File: config.mk
export PLATFORM = sky130hd
export DESIGN_NAME = djkff_top
export DESIGN_NICKNAME = d
export VERILOG_FILES = /design/src/shared/djkff_pkg.sv /design/src/djkff_elem.sv /design/src/djkff_top.sv
export VERILOG_INCLUDE_DIRS = /design/src /design/src/shared
export SDC_FILE = /design/constraint.sdc
export NUM_CORES = 1
export LEC_CHECK = 0
export BUFFER_PORTS_ARGS = -buffer_cell sky130_fd_sc_hd__buf_4
export CORE_AREA = 2 2 39 41
export DETAILED_ROUTE_END_ITERATION = 6
export DIE_AREA = 0 0 41 43
export PLACE_DENSITY_LB_ADDON = 0.08
export RECOVER_POWER = 50
export SYNTH_ARGS = -nofsm -noshare
export SYNTH_HDL_FRONTEND = slang
export SYNTH_HIERARCHICAL = 1
export SYNTH_SLANG_ARGS = --single-unit
export TNS_END_PERCENT = 100
File: constraint.sdc
create_clock -name clk -period 2.45 [get_ports clk]
set_clock_uncertainty 0.1 [all_clocks]
set_input_delay 0.245 -clock clk [delete_from_list [all_inputs] [get_ports clk]]
set_output_delay 0.245 -clock clk [all_outputs]
set_load 0.03 [all_outputs]
File: src/shared/djkff_defines.svh
// constants for the dual jk storage block
`ifndef DJKFF_DEFINES_SVH
`define DJKFF_DEFINES_SVH

// stored state after the block reset
`define DJKFF_RST_Q        1'b0
// sampled level of the edge clock after reset, low so release makes no edge
`define DJKFF_RST_CLK_PREV 1'b0
// sampled j and k after reset
`define DJKFF_RST_JK       1'b0
// value a forced element holds while preset and clear are both low
`define DJKFF_BOTH_LOW_Q   1'b1
// number of storage elements
`define DJKFF_NUM_ELEM     2

`endif

File: src/shared/djkff_pkg.sv
// types for the dual jk storage block
package djkff_pkg;

  // what one element does at a falling edge
  typedef enum logic [1:0]
  {
    DJKFF_HOLD,
    DJKFF_RESET,
    DJKFF_SET,
    DJKFF_TOGGLE
  } djkff_action_t;

  // state of one element
  typedef struct packed
  {
    logic q; // stored true value
  } djkff_elem_st_t;

  // state of the shared front end
  typedef struct packed
  {
    logic       clk_prev; // edge clock level seen one cycle ago
    logic [1:0] j;        // j of each element, taken before the edge
    logic [1:0] k;        // k of each element, taken before the edge
  } djkff_top_st_t;

  // decode j and k into an action
  function automatic djkff_action_t djkff_decode(input logic j, input logic k);
    djkff_action_t act;
    act = DJKFF_HOLD;
    unique case ({j, k})
      2'b00: act = DJKFF_HOLD;
      2'b01: act = DJKFF_RESET;
      2'b10: act = DJKFF_SET;
      2'b11: act = DJKFF_TOGGLE;
    endcase
    return act;
  endfunction : djkff_decode

endpackage : djkff_pkg

File: src/djkff_elem.sv
// one jk storage element with direct preset and clear
`timescale 1ns/1ps
`include "djkff_defines.svh"

module djkff_elem
(
  input  wire logic clk,       // system clock
  input  wire logic nrst,      // async reset, active low
  input  wire logic fall_edge, // edge clock went high to low
  input  wire logic j_smp,     // j taken before the edge
  input  wire logic k_smp,     // k taken before the edge
  input  wire logic preset_n,  // direct preset, active low
  input  wire logic clear_n,   // direct clear, active low
  output logic      q,         // true output
  output logic      q_n        // complement output
);

  djkff_pkg::djkff_elem_st_t st_ff;  // registered state
  djkff_pkg::djkff_elem_st_t nxt_st; // next state

  //////////////////////////////////////////////////////////////////////////////
  // next state: direct inputs win, else act on the edge
  always_comb
  begin
    nxt_st = st_ff;
    if (!preset_n && !clear_n)
    begin
      // both low: keep a defined value
      nxt_st.q = `DJKFF_BOTH_LOW_Q;
    end
    else if (!preset_n)
    begin
      // preset blocks clocking
      nxt_st.q = 1'b1;
    end
    else if (!clear_n)
    begin
      // clear blocks clocking
      nxt_st.q = 1'b0;
    end
    else if (fall_edge)
    begin
      // only the falling edge moves the state
      unique case (djkff_pkg::djkff_decode(j_smp, k_smp))
        djkff_pkg::DJKFF_HOLD:   nxt_st.q = st_ff.q;
        djkff_pkg::DJKFF_RESET:  nxt_st.q = 1'b0;
        djkff_pkg::DJKFF_SET:    nxt_st.q = 1'b1;
        djkff_pkg::DJKFF_TOGGLE: nxt_st.q = ~st_ff.q;
      endcase
    end
  end

  //////////////////////////////////////////////////////////////////////////////
  // state register
  always_ff @(posedge clk or negedge nrst)
  begin
    if (!nrst)
    begin
      st_ff.q <= `DJKFF_RST_Q;
    end
    else
    begin
      st_ff <= nxt_st;
    end
  end

  //////////////////////////////////////////////////////////////////////////////
  // outputs: direct inputs override at once, without the clock
  always_comb
  begin
    q   = st_ff.q;
    q_n = ~st_ff.q;
    if (!preset_n)
    begin
      q = 1'b1;
    end
    else if (!clear_n)
    begin
      q = 1'b0;
    end
    if (!clear_n)
    begin
      q_n = 1'b1;
    end
    else if (!preset_n)
    begin
      q_n = 1'b0;
    end
  end

endmodule : djkff_elem

File: src/djkff_top.sv
// dual jk storage block with shared edge clock and shared clear
//
// Operation
// - two elements share clock and clear
// - clocked state moves only on falling clock edge
// - j, k changes between edges ignored
// - j, k taken just before the edge
// - jk: hold, reset, set, toggle
// - preset forces high, clear forces low
// - preset and clear act without clock
// - both low drive both outputs high
// - each element has its own preset
// - complement inverts true output otherwise
`timescale 1ns/1ps
`include "djkff_defines.svh"

module djkff_top
(
  input  wire logic clk,                // system clock, 20 MHz
  input  wire logic nrst,               // async reset, active low
  input  wire logic falling_edge_clock, // shared edge clock, falls to act
  input  wire logic clear_n,            // shared direct clear, active low
  input  wire logic preset1_n,          // direct preset element 1, active low
  input  wire logic preset2_n,          // direct preset element 2, active low
  input  wire logic j1,                 // j of element 1
  input  wire logic k1,                 // k of element 1
  input  wire logic j2,                 // j of element 2
  input  wire logic k2,                 // k of element 2
  output logic      q1,                 // true output element 1
  output logic      q1_n,               // complement output element 1
  output logic      q2,                 // true output element 2
  output logic      q2_n                // complement output element 2
);

  djkff_pkg::djkff_top_st_t st_ff;  // registered front end
  djkff_pkg::djkff_top_st_t nxt_st; // next front end
  logic                     fall;   // falling edge seen this cycle

  //////////////////////////////////////////////////////////////////////////////
  // falling edge detect on the shared clock
  assign fall = st_ff.clk_prev & ~falling_edge_clock;

  //////////////////////////////////////////////////////////////////////////////
  // front end next state: track clock, take j and k every cycle
  always_comb
  begin
    nxt_st          = st_ff;
    nxt_st.clk_prev = falling_edge_clock;
    // values of the cycle before the edge decide the action
    nxt_st.j = {j2, j1};
    nxt_st.k = {k2, k1};
  end

  //////////////////////////////////////////////////////////////////////////////
  // front end register
  always_ff @(posedge clk or negedge nrst)
  begin
    if (!nrst)
    begin
      st_ff.clk_prev <= `DJKFF_RST_CLK_PREV;
      st_ff.j        <= {`DJKFF_NUM_ELEM{`DJKFF_RST_JK}};
      st_ff.k        <= {`DJKFF_NUM_ELEM{`DJKFF_RST_JK}};
    end
    else
    begin
      st_ff <= nxt_st;
    end
  end

  //////////////////////////////////////////////////////////////////////////////
  // element 1: shared edge and clear, own preset
  djkff_elem u_elem1
  (
    .clk       (clk),
    .nrst      (nrst),
    .fall_edge (fall),
    .j_smp     (st_ff.j[0]),
    .k_smp     (st_ff.k[0]),
    .preset_n  (preset1_n),
    .clear_n   (clear_n),
    .q         (q1),
    .q_n       (q1_n)
  );

  // element 2: shared edge and clear, own preset
  djkff_elem u_elem2
  (
    .clk       (clk),
    .nrst      (nrst),
    .fall_edge (fall),
    .j_smp     (st_ff.j[1]),
    .k_smp     (st_ff.k[1]),
    .preset_n  (preset2_n),
    .clear_n   (clear_n),
    .q         (q2),
    .q_n       (q2_n)
  );

  //////////////////////////////////////////////////////////////////////////////
  // checks on the stored state and the outputs

  // toggle on a falling edge with direct inputs released
  toggle_one_a : assert property (@(posedge clk) disable iff (!nrst)
    (fall && st_ff.j[0] && st_ff.k[0] && preset1_n && clear_n) ##1
    (preset1_n && clear_n) |-> (q1 == !$past(q1)))
    else $error("element 1 did not toggle");

  // set and reset on a falling edge
  set_reset_a : assert property (@(posedge clk) disable iff (!nrst)
    (fall && (st_ff.j[1] != st_ff.k[1]) && preset2_n && clear_n) ##1
    (preset2_n && clear_n) |-> (q2 == $past(st_ff.j[1])))
    else $error("element 2 set or reset wrong");

  // hold with j and k low
  hold_jk_a : assert property (@(posedge clk) disable iff (!nrst)
    (fall && !st_ff.j[0] && !st_ff.k[0] && preset1_n && clear_n) ##1
    (preset1_n && clear_n) |-> $stable(q1))
    else $error("element 1 changed on hold");

  // no change without a falling edge
  no_edge_a : assert property (@(posedge clk) disable iff (!nrst)
    (!fall && preset1_n && clear_n && preset2_n) ##1
    (preset1_n && clear_n && preset2_n) |-> ($stable(q1) && $stable(q2)))
    else $error("state moved without a falling edge");

  // j of element 1 arriving at the edge cycle does not decide it
  late_jk_a : assert property (@(posedge clk) disable iff (!nrst)
    (fall && !st_ff.j[0] && !st_ff.k[0] && j1 && preset1_n && clear_n) ##1
    (preset1_n && clear_n) |-> (q1 == $past(q1)))
    else $error("late j was used at the edge");

  // preset forces outputs at once
  preset_force_a : assert property (@(posedge clk) disable iff (!nrst)
    (!preset1_n && clear_n) |-> (q1 && !q1_n))
    else $error("preset did not force element 1");

  // clear forces both elements at once
  clear_force_a : assert property (@(posedge clk) disable iff (!nrst)
    (!clear_n && preset1_n && preset2_n) |-> (!q1 && q1_n && !q2 && q2_n))
    else $error("clear did not force outputs");

  // both low drive both outputs high
  both_low_a : assert property (@(posedge clk) disable iff (!nrst)
    (!clear_n && !preset2_n) |-> (q2 && q2_n))
    else $error("both low did not give high outputs");

  // complement outputs track the true outputs
  compl_out_a : assert property (@(posedge clk) disable iff (!nrst)
    (clear_n && preset1_n && preset2_n) |-> ((q1_n == !q1) && (q2_n == !q2)))
    else $error("complement not inverse of true output");

  // presets stay separate per element
  own_preset_a : assert property (@(posedge clk) disable iff (!nrst)
    (!preset1_n && preset2_n && clear_n) ##1
    (preset1_n && preset2_n && clear_n) |-> $stable(q2) || $past(fall))
    else $error("preset of element 1 moved element 2");

endmodule : djkff_top

## Word level (Yosys, flattened, before mapping)

Index checks and enable logic that the tools add are counted.

- Register bits: 7
- Input port bits: 10
- Word-level logic and storage cells: 64

- Equal/unequal tests: 16
- Muxes and demuxes: 28
- Bitwise logic cells: 4
- Reduce and logical (&&, ||, !) cells: 11

Operators by type and width:

| cell | number |
|---|---|
| equality test 2 bit (second input constant) | 8 |
| two-way mux 1 bit | 16 |
| two-way mux 2 bit | 8 |
| one-hot mux 2 bit (4 select lines) | 2 |
| equality test 2 x 1 -> 1 bit (second input constant) | 4 |
| zero test 2 bit | 4 |
| inequality test 4 x 2 -> 1 bit (second input constant) | 2 |
| inequality test 4 x 3 -> 1 bit (second input constant) | 2 |
| one-hot mux 1 bit (3 select lines) | 2 |
| AND reduction 2 bit | 2 |
| zero test 1 bit | 3 |
| inverter 1 bit | 3 |
| logical AND 1 bit | 2 |
| AND 1 bit | 1 |

## Logic depth before layout (Yosys ltp)

- Depth after elaboration: 12
- Depth in mapped cells: 3

## Modules after synthesis

Netlist, hierarchy kept.

By module, submodules not included:

| module | times used | cells each | area an instance (µm²) | sequential area each (µm²) |
|---|---|---|---|---|
| djkff_top | 1 | 6 | 138.9 | 125.1 |
| djkff_elem | 2 | 8 | 68.8 | 25.0 |

## Worst setup path before layout

Ideal clock, no wire load.

- Path kind: register to output
- From: register u_elem1.st_ff
- To: output q1_n
- Arrival time: 821 ps
- Data required time: 2,105 ps
- Setup slack: 1,284 ps
- Cell stages (with the launch flop): 2
- Path through: dfrtp_1 > o21ai_1

- Cells in the longest elaborated chain, start to end: 3

RTL lines:

| element | line | text |
|---|---|---|
| start: declaration | djkff_elem.sv:18 | `djkff_pkg::djkff_elem_st_t st_ff;` |
| start signal: assignment | djkff_elem.sv:63 | `st_ff <= nxt_st;` |
| inverter 1 bit | djkff_elem.sv:72 | `q_n = ~st_ff.q;` |
| two-way mux 1 bit | djkff_elem.sv:85 | `else if (!preset_n)` |
| two-way mux 1 bit | djkff_elem.sv:81 | `if (!clear_n)` |
| end: declaration | djkff_top.sv:30 | `output logic q1_n,` |

Every way passes these cells.

## Worst setup path after layout

- From: register u_elem2.st_ff
- To: output q2

- Cells in the longest elaborated chain, start to end: 2

RTL lines:

| element | line | text |
|---|---|---|
| start: declaration | djkff_elem.sv:18 |  |
| start signal: assignment | djkff_elem.sv:63 |  |
| two-way mux 1 bit | djkff_elem.sv:77 | `else if (!clear_n)` |
| two-way mux 1 bit | djkff_elem.sv:73 | `if (!preset_n)` |
| end: declaration | djkff_top.sv:31 | `output logic q2,` |

Every way passes these cells.

==> flow_summary.yaml <==
status:
  outcome: "finished clean"
routing:
  vias: 224
  drt_first_pass_iters: 3
  drt_iter0_drc: 3
  wl_per_cell_um: 8.60
  drc: 0
  ant_nets: 0
  totalWireLength_um: 516
  viasPerCell: 3.73
clock_tree:
  numClockSinks: 7
  cts_setup_buffers: 0
  cts_resized: 0
  cts_buffers: 3
  cts_hold_buf: 5
  clk_path_buf_depth: 2
  cts_tree: "yes"
  ctsRootBufferMaster: "clkbuf_4"
  cts.clk_slew.worst_paths_ns: 0.05
  worstSkewPairLatency_ns: 0.24
  htree_levels: 1
pwr:
  power.switching_w: 0.0000663
  ir_drop_v: 0.000189
  powerDensity_nw_per_um2: 596
  p_int_w: 0.000209
  power.share.switching: 0.240
  leakagePower_nw: 0.214
  clockPowerShare: 0.369
  power_frac_seq: 0.455
  comb_power_share: 0.176
global_route:
  grt_pass1_wl_um: 745
  grt-ovfl-total: 0
  grt_pass1_vias: 174
  grt_max_degree: 8
  antenna_found_initial: 0
  track_usage: 0.0709
timing:
  finalSetupTns_ns: 0
  tightest_slew_ns: 0.364
  fin_crit_sh: 0.531
  setup_ws_ns: 1.15
  maxSlewViolCount: 0
  max_freq_mhz: 769
  rsz0062_at_grt: "false"
  max-slew-margin-rel: 0.757
  setup_viol: 0
  timing.final.crit_period_ns: 1.30
  hold_violations: 0
worst_setup_path:
  reg2regPathDepth: 3
  path_buf_inv: 1
  crit_path_start_kind: "register"
  cp-end-kind: "output port"
  cp_slowest_cell: "dfrtp_1"
  crit_cells: 3
  crit_start: "u_elem2/st_ff"
  worst-setup-path-type: "reg2out"
  path_cells: "nand2_1, nand2_1, buf_4"
  slowest_delay_ns: 0.39
  required_ns: 2.11
  cpMostUsedCell: "nand2_1"
  cp_max_fo: 3
  arrival_ns: 0.96
  path_delay_family: "flip-flops"
  worstReg2RegStart: "st_ff[4]"
placed_design:
  gp_congestion: 0.565
  dp.final_hpwl_um: 410
  placedCellCount: 51
  dp_slack_ns: 1.41
  port_buffers: 13
yosys:
  synth_nets: 32
  synth.ff_latch_count: 7
  synth_seq_area_share: 0.633
  syn_area_per_cell_um2: 12.6
  synth_cells: 22
  ys_warn_count: 6
  yosysUniqueCellTypes: 8
  synth_area_um2: 277
floorplan:
  die_h_um: 43
  fp.coreArea_um2: 1380
  rows: 14
  die_area_um2: 1760
  pin_count: 14
  start_util: 0.200
  fp.dieW_um: 41
finish:
  n_antenna_cell: 0
  drive_gt1_frac: 0.386
  finalNetCount: 55
  fin_util: 0.335
  finalNonFillerCells: 60
  area_delta_synth_final_pct: 67.4
worst_hold_path:
  hold_start: "falling_edge_clock"
  min_path_cells: 1
  hold_path_class: "in2reg"
job:
  drv_cap: 0
==> placed cells by master (no fill, tap or decap) <==
master         Yosys  final
nor2b_4            1      1
clkbuf_4           0      4
o21ai_1            2      2
dlygate4sd3_1      0      5
and2_0             2      2
clkbuf_1           0      3
nand4b_1           2      2
inv_1              2      2
o211ai_2           2      2
buf_4              0     10
dfrtp_1            7      7
nand2_1            4      4
==> worst paths after layout <==
check	endpoint	slack, ns
worst max-delay path	q2	1.15
worst min-delay path	st_ff[4]	0.07
worst max register to register	u_elem1/st_ff	1.50
worst min register to register	u_elem2/st_ff	0.44
max in group asynchronous	st_ff[1]	1.67
min in group asynchronous	u_elem1/st_ff	0.31
==> per-layer routing <==
metal / GRT usage / wire length (um) / up-vias
met5: 0 / 0 / -
met2: 0.0875 / 239 / 10
met3: 0.0471 / 49 / 0
met4: 0.0600 / 0 / 0
met1: 0.0792 / 227 / 96
li1: - / - / 118
==> through the flow <==
step,hold slack [ns],power (W),cell area (um^2)
after floorplan,-0.151,0.000147,277
after global placement,-0.0383,0.000171,394
after detailed placement,-0.0367,0.000172,394
after CTS,0.0180,0.000285,470
after global routing,0.0498,0.000292,463
final,0.0691,0.000276,463
==> cells in the mapped netlist, drive strengths merged <==
library cell / n / share of area
and2: 2 / 0.045
dfrtp: 7 / 0.63
inv: 2 / 0.027
nand2: 4 / 0.054
nand4b: 2 / 0.063
nor2b: 1 / 0.050
o211ai: 2 / 0.090
o21ai: 2 / 0.036
==> registers in the layout, summed over array words and instances, names as in the netlist <==
signal / flops
st_ff: 5
u_elem1/st_ff: 1
u_elem2/st_ff: 1
==> logic make-up (layout without fill, tap and decap cells) <==
| family | after synthesis | count (layout) | synth area share |
|---|---|---|---|
| flops | 7 | 7 | 0.633 |
| simple gates | 9 | 9 | 0.213 |
| compound gates | 4 | 4 | 0.127 |
| buf+inv | 2 | 24 | 0.0272 |
==> final cells by class <==
class,instances,area (um^2)
Tap cell,16,20.0
Timing Repair Buffer,18,140
Multi-Input combinational cell,13,93.8
Clock buffer,4,26.3
Sequential cell,7,175
Inverter,2,7.51
Fill cell,148,921
==> power by group through the flow <==
stage / combinational (W) / clock, W / sequential, W
5_1_grt: 0.0000531 / 0.000113 / 0.000126
2_1_floorplan: 0.0000207 / 0 / 0.000126
3_5_place_dp: 0.0000448 / 0 / 0.000127
6_report: 0.0000485 / 0.000102 / 0.000125
3_3_place_gp: 0.0000442 / 0 / 0.000127
4_1_cts: 0.0000511 / 0.000109 / 0.000125
No activity file was read; power rests on OpenSTA's default activity.
